$ cat config.mk
export PLATFORM = sky130hd
export DESIGN_NAME = cc_timer
export DESIGN_NICKNAME = d
export VERILOG_FILES = /design/src/include/timer_pkg.sv /design/src/rtl/quad_decoder.sv /design/src/rtl/dead_time.sv /design/src/rtl/cc_timer.sv
export SDC_FILE = /design/constraint.sdc
export NUM_CORES = 1
export LEC_CHECK = 0
export ABC_AREA = 1
export BUFFER_PORTS_ARGS = -buffer_cell sky130_fd_sc_hd__buf_2
export CORE_MARGIN = 4
export CORE_UTILIZATION = 30
export DETAILED_ROUTE_END_ITERATION = 8
export PLACE_DENSITY = 0.56
export SYNTH_ARGS = -nofsm -noshare
export SYNTH_HDL_FRONTEND = slang
export SYNTH_SLANG_ARGS = --single-unit
$ cat constraint.sdc
create_clock -name mclk -period 5.9 [get_ports mclk]
set_input_delay 0.295 -clock mclk [delete_from_list [all_inputs] [get_ports mclk]]
set_output_delay 0.295 -clock mclk [all_outputs]
set_load 0.03 [all_outputs]
$ cat src/include/timer_pkg.sv
// Shared constants, modes and configuration carriers for the capture/compare timer.
// Assumes configuration words are held stable by the surrounding logic while the timer runs.
package timer_pkg;

   localparam int CH_N    = 4;
   localparam int PAIR_N  = 3;
   localparam int PSC_W   = 16;
   localparam int DEAD_W  = 8;
   localparam int SYNC_N  = 6;

   // Bit positions in the synchroniser vector and the flag-clear vector
   localparam int EXT_TRIG_IDX = 4;
   localparam int CHAIN_IDX    = 5;
   localparam int UPD_CLR_IDX  = 4;

   // Reset values
   localparam logic [PSC_W-1:0]  PSC_RST  = 16'h0000;
   localparam logic [DEAD_W-1:0] DEAD_RST = 8'h00;
   localparam logic [1:0]        QUAD_RST = 2'h0;

   typedef enum logic [2:0] {
      CH_OFF,
      CH_CAPTURE,
      CH_COMPARE,
      CH_PWM,
      CH_ONE_PULSE
   } ch_mode_t;

   typedef enum logic [1:0] {
      CNT_EDGE,
      CNT_CENTER,
      CNT_ENCODER
   } cnt_mode_t;

   typedef enum logic [1:0] {
      SLV_OFF,
      SLV_RESET,
      SLV_GATED,
      SLV_TRIGGER
   } slave_mode_t;

   typedef struct packed {
      logic              enable;
      logic              dir_down;
      cnt_mode_t         cnt_mode;
      slave_mode_t       slave_mode;
      logic              trig_chain;
      logic [PSC_W-1:0]  psc;
      logic [31:0]       arr;
      logic [DEAD_W-1:0] dead;
   } timer_cfg_t;

   typedef struct packed {
      ch_mode_t    mode;
      logic        cap_falling;
      logic        cross_in;
      logic        invert;
      logic [31:0] ccr;
   } ch_cfg_t;

endpackage

$ cat src/rtl/quad_decoder.sv
// Quadrature decoder: two raw encoder pins in, one-cycle count steps out.
// Assumes raw pins are asynchronous to mclk; both are synchronised here.
`timescale 1ns/1ps
module quad_decoder (
   input  wire logic mclk,
   input  wire logic rst_b,
   input  wire logic enc_a,
   input  wire logic enc_b,
   output logic      step,
   output logic      step_down
);
   logic [1:0] s1_reg;
   logic [1:0] s2_reg;
   logic [1:0] prev_reg;
   logic       step_reg;
   logic       down_reg;

   always_ff @(posedge mclk or negedge rst_b) begin
      if (!rst_b) begin
         s1_reg   <= timer_pkg::QUAD_RST;
         s2_reg   <= timer_pkg::QUAD_RST;
         prev_reg <= timer_pkg::QUAD_RST;
      end else begin
         s1_reg   <= {enc_a, enc_b};
         s2_reg   <= s1_reg;
         prev_reg <= s2_reg;
      end
   end

   // Both bits moving at once is a lost edge; dropped rather than guessed
   always_ff @(posedge mclk or negedge rst_b) begin
      if (!rst_b) begin
         step_reg <= 1'b0;
         down_reg <= 1'b0;
      end else begin
         step_reg <= (prev_reg != s2_reg) && ((prev_reg ^ s2_reg) != 2'b11);
         // Direction only moves on a valid step, so a resting shaft keeps its sense
         if ((prev_reg != s2_reg) && ((prev_reg ^ s2_reg) != 2'b11)) begin
            down_reg <= prev_reg[1] ^ s2_reg[0];
         end
      end
   end

   assign step      = step_reg;
   assign step_down = down_reg;

   quad_fwd_a: assert property (@(posedge mclk) disable iff (!rst_b)
      $rose(s2_reg[1]) && !s2_reg[0] && $stable(s2_reg[0]) |=> step_reg && !down_reg)
      else $error("Forward quadrature edge not counted up");
endmodule

$ cat src/rtl/dead_time.sv
// One complementary output pair with a blanking gap after every reference change.
// Assumes the gap length is held stable while a gap is being timed.
`timescale 1ns/1ps
module dead_time (
   input  wire logic                        mclk,
   input  wire logic                        rst_b,
   input  wire logic                        ref_lvl,
   input  wire logic [timer_pkg::DEAD_W-1:0] dead,
   output logic                             out_hi,
   output logic                             out_lo
);
   logic                        ref_prev_reg;
   logic [timer_pkg::DEAD_W-1:0] gap_reg;
   logic                        hi_reg;
   logic                        lo_reg;

   always_ff @(posedge mclk or negedge rst_b) begin
      if (!rst_b) begin
         ref_prev_reg <= 1'b0;
         gap_reg      <= timer_pkg::DEAD_RST;
         hi_reg       <= 1'b0;
         lo_reg       <= 1'b0;
      end else if (ref_lvl != ref_prev_reg) begin
         ref_prev_reg <= ref_lvl;
         gap_reg      <= dead;
         hi_reg       <= (dead == 8'h00) & ref_lvl;
         lo_reg       <= (dead == 8'h00) & ~ref_lvl;
      end else if (gap_reg > 8'h01) begin
         gap_reg <= gap_reg - 8'h01;
      end else begin
         gap_reg <= 8'h00;
         hi_reg  <= ref_prev_reg;
         lo_reg  <= ~ref_prev_reg;
      end
   end

   assign out_hi = hi_reg;
   assign out_lo = lo_reg;

   no_overlap_a: assert property (@(posedge mclk) disable iff (!rst_b)
      !(hi_reg && lo_reg))
      else $error("Both sides of a pair driven together");

   dead_gap_a: assert property (@(posedge mclk) disable iff (!rst_b)
      $rose(hi_reg) && $stable(dead) && dead != 8'h00 |-> !$past(lo_reg))
      else $error("High side asserted with no dead gap");
endmodule

$ cat src/rtl/cc_timer.sv
// Capture/compare/PWM timer with prescaler, encoder input, slave trigger and dead time.
// Assumes configuration comes from logic on mclk; every pin input is asynchronous.
// How it works
// 16-bit up/down counter, prescaled, auto-reloaded
// Counter width is a build parameter
// Build option removes down-counting
// Four channels: capture, compare, PWM, one-pulse
// Complementary outputs with programmable dead time
// Three complementary pairs for three-phase drive
// Quadrature encoder steers counter up or down
// External trigger input is accepted
// Slave synchronisation and trigger chaining between timers
// Capture channels measure input pulse width
// Wrap reloads counter and flags update
// Match or capture sets sticky channel flag
`timescale 1ns/1ps
module cc_timer #(
   parameter int CNT_W   = 16,
   parameter bit UP_ONLY = 1'b0
)(
   input  wire logic                                    mclk,
   input  wire logic                                    rst_b,
   input  wire timer_pkg::timer_cfg_t                   cfg,
   input  wire timer_pkg::ch_cfg_t [timer_pkg::CH_N-1:0] ch_cfg,
   input  wire logic [timer_pkg::CH_N:0]                flag_clr,
   input  wire logic [timer_pkg::CH_N-1:0]              ch_in,
   input  wire logic                                    enc_a,
   input  wire logic                                    enc_b,
   input  wire logic                                    ext_trig,
   input  wire logic                                    chain_trig_in,
   output logic [timer_pkg::CH_N-1:0]                   ch_out,
   output logic [timer_pkg::PAIR_N-1:0]                 pwm_hi,
   output logic [timer_pkg::PAIR_N-1:0]                 pwm_lo,
   output logic [CNT_W-1:0]                             count,
   output logic                                         count_down,
   output logic                                         upd_flag,
   output logic [timer_pkg::CH_N-1:0]                   ch_flag,
   output logic [timer_pkg::CH_N-1:0][CNT_W-1:0]        cap_val,
   output logic                                         trig_out
);
   logic [timer_pkg::SYNC_N-1:0] sync1_reg;
   logic [timer_pkg::SYNC_N-1:0] sync2_reg;
   logic                         trig_prev_reg;
   logic                         en_prev_reg;
   logic                         run_reg;
   logic                         dir_reg;
   logic                         dir_out_reg;
   logic                         upd_flag_reg;
   logic                         trig_out_reg;
   logic [timer_pkg::PSC_W-1:0]  psc_cnt_reg;
   logic [CNT_W-1:0]             cnt_reg;
   logic [CNT_W-1:0]             cnt_next;
   logic [CNT_W-1:0]             arr;
   logic [timer_pkg::CH_N-1:0]   op_vec;
   logic                         trig_lvl;
   logic                         trig_rise;
   logic                         slv_rst;
   logic                         gate_ok;
   logic                         enc_mode;
   logic                         center;
   logic                         going_down;
   logic                         psc_tick;
   logic                         step_ok;
   logic                         update;
   logic                         at_top;
   logic                         at_zero;
   logic                         enc_step;
   logic                         enc_down;

   // Every pin passes two flops; only the second stage is looked at
   always_ff @(posedge mclk or negedge rst_b) begin
      if (!rst_b) begin
         sync1_reg <= '0;
         sync2_reg <= '0;
      end else begin
         sync1_reg <= {chain_trig_in, ext_trig, ch_in};
         sync2_reg <= sync1_reg;
      end
   end

   quad_decoder u_quad (
      .mclk      (mclk),
      .rst_b     (rst_b),
      .enc_a     (enc_a),
      .enc_b     (enc_b),
      .step      (enc_step),
      .step_down (enc_down)
   );

   // Trigger source: own pin or a neighbouring timer's update output
   assign trig_lvl  = cfg.trig_chain ? sync2_reg[timer_pkg::CHAIN_IDX]
                                     : sync2_reg[timer_pkg::EXT_TRIG_IDX];
   assign trig_rise = trig_lvl & ~trig_prev_reg;
   assign slv_rst   = (cfg.slave_mode == timer_pkg::SLV_RESET) && trig_rise;
   assign gate_ok   = (cfg.slave_mode != timer_pkg::SLV_GATED) || trig_lvl;
   assign enc_mode  = (cfg.cnt_mode == timer_pkg::CNT_ENCODER);
   assign center    = (cfg.cnt_mode == timer_pkg::CNT_CENTER) && !UP_ONLY;
   assign arr       = cfg.arr[CNT_W-1:0];
   assign at_top    = (cnt_reg >= arr);
   assign at_zero   = (cnt_reg == '0);

   always_comb begin
      unique case (cfg.cnt_mode)
         timer_pkg::CNT_EDGE:    going_down = cfg.dir_down && !UP_ONLY;
         timer_pkg::CNT_CENTER:  going_down = dir_reg;
         timer_pkg::CNT_ENCODER: going_down = enc_down;
         default:                going_down = 1'b0;
      endcase
   end

   // Encoder steps bypass the prescaler; they already are the count clock
   assign psc_tick = run_reg && gate_ok && !enc_mode && (psc_cnt_reg == cfg.psc);
   assign step_ok  = (enc_mode ? (run_reg && gate_ok && enc_step) : psc_tick)
                     && !(UP_ONLY && going_down);

   always_comb begin
      cnt_next = cnt_reg;
      update   = 1'b0;
      if (slv_rst) begin
         cnt_next = going_down ? arr : '0;
      end else if (step_ok && going_down) begin
         if (at_zero) begin
            update   = 1'b1;
            cnt_next = center ? ((arr == '0) ? '0 : CNT_W'(1)) : arr;
         end else begin
            cnt_next = cnt_reg - CNT_W'(1);
         end
      end else if (step_ok) begin
         if (at_top) begin
            update   = 1'b1;
            cnt_next = center ? ((arr == '0) ? '0 : arr - CNT_W'(1)) : '0;
         end else begin
            cnt_next = cnt_reg + CNT_W'(1);
         end
      end
   end

   always_ff @(posedge mclk or negedge rst_b) begin
      if (!rst_b) begin
         cnt_reg     <= '0;
         dir_out_reg <= 1'b0;
      end else begin
         cnt_reg     <= cnt_next;
         dir_out_reg <= going_down;
      end
   end

   always_ff @(posedge mclk or negedge rst_b) begin
      if (!rst_b) begin
         psc_cnt_reg <= timer_pkg::PSC_RST;
      end else if (!run_reg || slv_rst) begin
         psc_cnt_reg <= timer_pkg::PSC_RST;
      end else if (gate_ok) begin
         psc_cnt_reg <= psc_tick ? timer_pkg::PSC_RST : psc_cnt_reg + 16'h0001;
      end
   end

   // Center mode turns round at each end of the range
   always_ff @(posedge mclk or negedge rst_b) begin
      if (!rst_b) begin
         dir_reg <= 1'b0;
      end else if (!center) begin
         dir_reg <= 1'b0;
      end else if (update) begin
         dir_reg <= ~dir_reg;
      end
   end

   // One-pulse mode stops the counter at its update; a new start needs an
   // enable edge or a trigger, so the pulse is never repeated by itself
   always_ff @(posedge mclk or negedge rst_b) begin
      if (!rst_b) begin
         run_reg       <= 1'b0;
         en_prev_reg   <= 1'b0;
         trig_prev_reg <= 1'b0;
      end else begin
         en_prev_reg   <= cfg.enable;
         trig_prev_reg <= trig_lvl;
         if (!cfg.enable || ((|op_vec) && update)) begin
            run_reg <= 1'b0;
         end else if (!en_prev_reg ||
                      (cfg.slave_mode == timer_pkg::SLV_TRIGGER && trig_rise)) begin
            run_reg <= 1'b1;
         end
      end
   end

   // Set wins over a clear in the same cycle
   always_ff @(posedge mclk or negedge rst_b) begin
      if (!rst_b) begin
         upd_flag_reg <= 1'b0;
         trig_out_reg <= 1'b0;
      end else begin
         trig_out_reg <= update;
         if (update) begin
            upd_flag_reg <= 1'b1;
         end else if (flag_clr[timer_pkg::UPD_CLR_IDX]) begin
            upd_flag_reg <= 1'b0;
         end
      end
   end

   for (genvar i = 0; i < timer_pkg::CH_N; i++) begin : g_ch
      timer_pkg::ch_cfg_t cc;
      logic               lvl;
      logic               edge_hit;
      logic               match;
      logic               prev_reg;
      logic               flag_reg;
      logic               tog_reg;
      logic               out_reg;
      logic [CNT_W-1:0]   cmp;
      logic [CNT_W-1:0]   cap_reg;

      assign cc  = ch_cfg[i];
      assign cmp = cc.ccr[CNT_W-1:0];
      // Cross input lets two channels see one pin: one edge each gives a width
      assign lvl      = cc.cross_in ? sync2_reg[i ^ 1] : sync2_reg[i];
      assign edge_hit = cc.cap_falling ? (prev_reg & ~lvl) : (~prev_reg & lvl);
      assign match    = step_ok && !slv_rst && (cnt_next == cmp);
      assign op_vec[i] = (cc.mode == timer_pkg::CH_ONE_PULSE);

      always_ff @(posedge mclk or negedge rst_b) begin
         if (!rst_b) begin
            prev_reg <= 1'b0;
            cap_reg  <= '0;
         end else begin
            prev_reg <= lvl;
            if (cc.mode == timer_pkg::CH_CAPTURE && edge_hit) begin
               cap_reg <= cnt_reg;
            end
         end
      end

      always_ff @(posedge mclk or negedge rst_b) begin
         if (!rst_b) begin
            flag_reg <= 1'b0;
         end else if ((cc.mode == timer_pkg::CH_CAPTURE) ? edge_hit
                      : (cc.mode != timer_pkg::CH_OFF && match)) begin
            flag_reg <= 1'b1;
         end else if (flag_clr[i]) begin
            flag_reg <= 1'b0;
         end
      end

      always_ff @(posedge mclk or negedge rst_b) begin
         if (!rst_b) begin
            tog_reg <= 1'b0;
            out_reg <= 1'b0;
         end else begin
            tog_reg <= (cc.mode == timer_pkg::CH_COMPARE) && (tog_reg ^ match);
            unique case (cc.mode)
               timer_pkg::CH_OFF,
               timer_pkg::CH_CAPTURE:   out_reg <= 1'b0;
               timer_pkg::CH_COMPARE:   out_reg <= (tog_reg ^ match) ^ cc.invert;
               timer_pkg::CH_PWM:       out_reg <= (cnt_next < cmp) ^ cc.invert;
               timer_pkg::CH_ONE_PULSE:
                  out_reg <= (run_reg && !update && cnt_next >= cmp) ^ cc.invert;
               default:                 out_reg <= 1'b0;
            endcase
         end
      end

      assign ch_out[i]  = out_reg;
      assign ch_flag[i] = flag_reg;
      assign cap_val[i] = cap_reg;

      if (i < timer_pkg::PAIR_N) begin : g_pair
         dead_time u_dt (
            .mclk    (mclk),
            .rst_b   (rst_b),
            .ref_lvl (out_reg),
            .dead    (cfg.dead),
            .out_hi  (pwm_hi[i]),
            .out_lo  (pwm_lo[i])
         );
      end

      flag_sticky_a: assert property (@(posedge mclk) disable iff (!rst_b)
         flag_reg && !flag_clr[i] |=> flag_reg)
         else $error("Channel flag dropped without a clear");

      cap_value_a: assert property (@(posedge mclk) disable iff (!rst_b)
         cc.mode == timer_pkg::CH_CAPTURE && edge_hit
         |=> cap_reg == $past(cnt_reg) && flag_reg)
         else $error("Capture did not latch the count");

      pwm_level_a: assert property (@(posedge mclk) disable iff (!rst_b)
         (cc.mode == timer_pkg::CH_PWM && !cc.invert)
         ##1 (cc.mode == timer_pkg::CH_PWM && !cc.invert && $stable(cmp))
         |-> out_reg == (cnt_reg < cmp))
         else $error("PWM level disagrees with counter");
   end

   assign count      = cnt_reg;
   assign count_down = dir_out_reg;
   assign upd_flag   = upd_flag_reg;
   assign trig_out   = trig_out_reg;

   upd_reload_a: assert property (@(posedge mclk) disable iff (!rst_b)
      step_ok && !going_down && at_top && !center && !slv_rst
      |=> cnt_reg == '0 && upd_flag_reg && trig_out_reg)
      else $error("Up overflow did not wrap and flag");

   down_reload_a: assert property (@(posedge mclk) disable iff (!rst_b)
      step_ok && going_down && at_zero && !center && !slv_rst
      |=> cnt_reg == $past(arr) && upd_flag_reg)
      else $error("Down underflow did not reload");

   up_only_a: assert property (@(posedge mclk) disable iff (!rst_b)
      UP_ONLY && step_ok && !at_top && !slv_rst
      |=> cnt_reg == $past(cnt_reg) + CNT_W'(1))
      else $error("Up-only counter did not step up");

   psc_hold_a: assert property (@(posedge mclk) disable iff (!rst_b)
      !step_ok && !slv_rst |=> $stable(cnt_reg))
      else $error("Counter moved without a step");

   slave_reset_a: assert property (@(posedge mclk) disable iff (!rst_b)
      slv_rst && !going_down |=> cnt_reg == '0 && psc_cnt_reg == timer_pkg::PSC_RST)
      else $error("Slave reset did not clear counter");
endmodule

==> impl_metrics.ini <==
[synth]
yosys-top-cells-count = nand2_1, inv_1, dfrtp_1
synthDistinctLibCells = 50
synth_seq_cells = 172
async_reset_ff_share_pct = 100
synth_top_cell_area_share_pct = 38.3
ys_seq_area_share_pct = 38.3
yosysTopAreaCell = dfrtp_1
synth_edf_count = 0
synthMostInstantiatedCell = nand2_1
postSynthCellCount = 1471
synth_fp_nets = 1792
syn_area_per_cell_um2 = 7.64
synth_ff_type = dfrtp_1
yosysWarnings = 0
synth.area.top_cells = dfrtp_1, ha_1, nand2_1
syn-cell-area_um2 = 11200

[hold_path]
min_from = flag_clr[4]
hold_path_class = primary input to flip-flop
min_to = upd_flag
holdPathStages = 2

[clocking]
htree_levels = 4
clock_latency_ps = 450
clk_pin_slew_ps = 80
cts_inserted_buffers = 17
cts.repair.resized = 0
post-cts-setup-buffers = 0
root_buffer = clkbuf_16
clock_sinks = 172
ctsLongestPathBuffers = 2
cts_tree = built
postCtsHoldBufs = 10

[cells_and_area]
num-fill-cells = 3835
final_nets = 2035
regArea_um2 = 4300
drive_above_1_share_pct = 19.3
syn2layout_area_growth_pct = 21.2
largest_reg_flops = 64
multi_input_area_um2 = 5740
instances_no_fill = 2197

[timing]
finalCritPeriodShare_pct = 81.8
tightestPinTransition_ps = 981
skew_ps = 13.3
tns_ps = 0
rsz0062_at_grt = no
layout_min_cycle_time_ps = 4830
drv_slew = 0
clock.fmax_ghz = 0.207
hold_viol_final = 0
setup_violations = 0
maxSlewHeadroom_pct = 34.1

[worst_setup_path]
critical_path_arrival_ps = 5170
crit_required_ps = 6240
crit_type = flip-flop to flip-flop
max_stage_delay_ps = 670
crit_fanout = 11
r2r_cells = 22
cp_slowest_cell = nor4_1
cp_cell_sequence = inv_1 -> ha_1 -> nand3_2 -> nor2_4 -> nand2_1 -> nor2_2 -> nand2_1 -> nor2_2 -> nand2_2 -> o221ai_1 -> nand2_1 -> o21ai_2 -> ha_1 -> nand4_1 -> nor4_1 -> nand2_1 -> nand2_1 -> nand2_1 -> nand2_1 -> nand3_1 -> nand2_1 -> nor2_1
cp_common_cell = nand2_1
regToRegStartpoint = count[1]
reg2reg_slack_ps = 1070
end_kind = flip-flop
crit_path_start_kind = flip-flop
reg2reg_to = g_ch[2].out_reg

[global_route]
grt_pass1_wl_um = 59300
grt_usage_pct = 18.4
grt_pass1_vias = 10374
grt_max_degree = 69
grt-ovfl-total = 0
antenna_found_initial = 5

[routing]
wire_per_inst_um = 17.4
viasPerCell = 4.89
dr.pass1.iters = 5
drt_iter0_markers = 777
drc = 0
finalWirelength_um = 38100
ant_nets = 0
via_count = 10752

[floorplanning]
rows = 70
dieArea_um2 = 40600
core-area_um2 = 36800
start_util_pct = 30.6
io_pins = 327
die_h_um = 202
die_width_um = 202

[pwr]
p_clk_share_pct = 22.8
comb_power_share_pct = 43.4
sw_frac_of_total_pct = 45.1
ir_drop_v = 0.000205
p_per_area_nw_per_um2 = 389
power_frac_seq_pct = 33.8
p_switching_w = 0.00239
p_leak_nw = 7.24
p_int_w = 0.00291

[place]
place.gp.congestion = 0.964
dpl.hpwl_um = 29900
port_buffers = 246
placedCellCount = 2153

[run]
max_cap_viol_count = 0

[run_status]
outcome = finished clean
==> cells by family (layout without fill, tap and decap cells) <==
logic type               Yosys count  in the layout  share of synthesized area, %
AND/OR/NAND/NOR                  577            577                          22.5
buffers and inverters            299            555                          10.7
AO/OA/AOI/OAI                    284            284                          14.6
flip-flops                       172            172                          38.3
adder cells (fa/ha/maj)           91             91                          10.1
XOR/XNOR                          45             45                          3.51
multiplexers                       3              3                         0.300
other                              0              2                             0
==> metal layers <==
layer / GRT usage (%) / vias to the layer above / wire (µm)
li1: - / 5343 / -
met1: 26.5 / 4972 / 18600
met2: 28.3 / 381 / 16600
met3: 3.21 / 50 / 2160
met4: 5.40 / 6 / 786
met5: 0 / - / 41
==> worst max-delay path, delay by kind of cell, from the launching register on <==
kind / cells / cell delay [ps]
simple gates: 17 / 2900
buf+inv: 1 / 280
compound gates: 2 / 560
fa+ha+maj: 2 / 460
flops: 1 / 490
==> worst max path at each step <==
| stage | cells past startpoint | slack [ps] | end | start |
|---|---|---|---|---|
| after floorplan | 27 | 2320 | g_ch[1].out_reg | count[3] |
| after global placement | 26 | 1180 | g_ch[1].out_reg | count[1] |
| after detailed placement | 26 | 1120 | g_ch[1].out_reg | count[1] |
| after CTS | 26 | 1100 | g_ch[1].out_reg | count[1] |
| after global routing | 25 | 660 | g_ch[3].out_reg | count[1] |
| final | 22 | 1070 | g_ch[2].out_reg | count[1] |
==> cell type report <==
type	count	share of cell area (%)
Multi-Input combinational cell	1000	42.1
Sequential cell	172	31.6
Timing Repair Buffer	268	10.5
Inverter	255	7.04
Tap cell	468	4.30
Clock buffer	18	3.15
Clock inverter	14	1.32
Antenna cell	2	0.0367
==> stage by stage <==
| step | power (W) | area [µm²] | utilization [%] | worst slack (ps) | hold slack [ps] |
|---|---|---|---|---|---|
| after detailed placement | 0.00410 | 12900 | 35.1 | 1120 | 335 |
| after CTS | 0.00535 | 13600 | 37.0 | 1100 | 8.67 |
| after floorplan | 0.00330 | 11200 | - | 2320 | -0.591 |
| after global placement | 0.00405 | 12900 | 35.1 | 1180 | 333 |
| after global routing | 0.00570 | 13600 | 37.0 | 664 | 40.8 |
| final | 0.00530 | 13600 | 37.0 | 1070 | 35.0 |
==> cells in the final DEF, fill, tap and decap left out, types with 3 or more instances in the layout <==
master and count:
nor3_2 4, clkbuf_16 17, a31oi_1 9, buf_4 12, nand3_2 4, inv_1 238
o21bai_1 5, nand2_1 303, dlygate4sd3_1 10, o21ai_1 4, o221ai_1 15, bufinv_16 3
nor2_1 96, nor2_2 4, o2111ai_1 4, mux2_2 3, buf_2 245, o31ai_1 9
nand4_1 32, nor3_1 35, nand2_2 4, xor2_1 31, a21oi_1 69, o211ai_1 7
nor4_1 8, dfrtp_1 172, o22ai_1 23, or2_2 4, o21a_1 4, xnor2_1 14
clkinv_2 4, ha_1 91, inv_6 5, o21ai_0 126, nand2_4 3, inv_2 13
nand3_1 72
==> power groups by stage <==
stage | clock [W] | combinational, W | sequential (W)
5_1_grt | 0.00131 | 0.00256 | 0.00183
6_report | 0.00121 | 0.00230 | 0.00179
3_5_place_dp | 0 | 0.00230 | 0.00181
4_1_cts | 0.00125 | 0.00232 | 0.00179
3_3_place_gp | 0 | 0.00225 | 0.00180
2_1_floorplan | 0 | 0.00118 | 0.00212
Power figures use the tool's default switching activity.
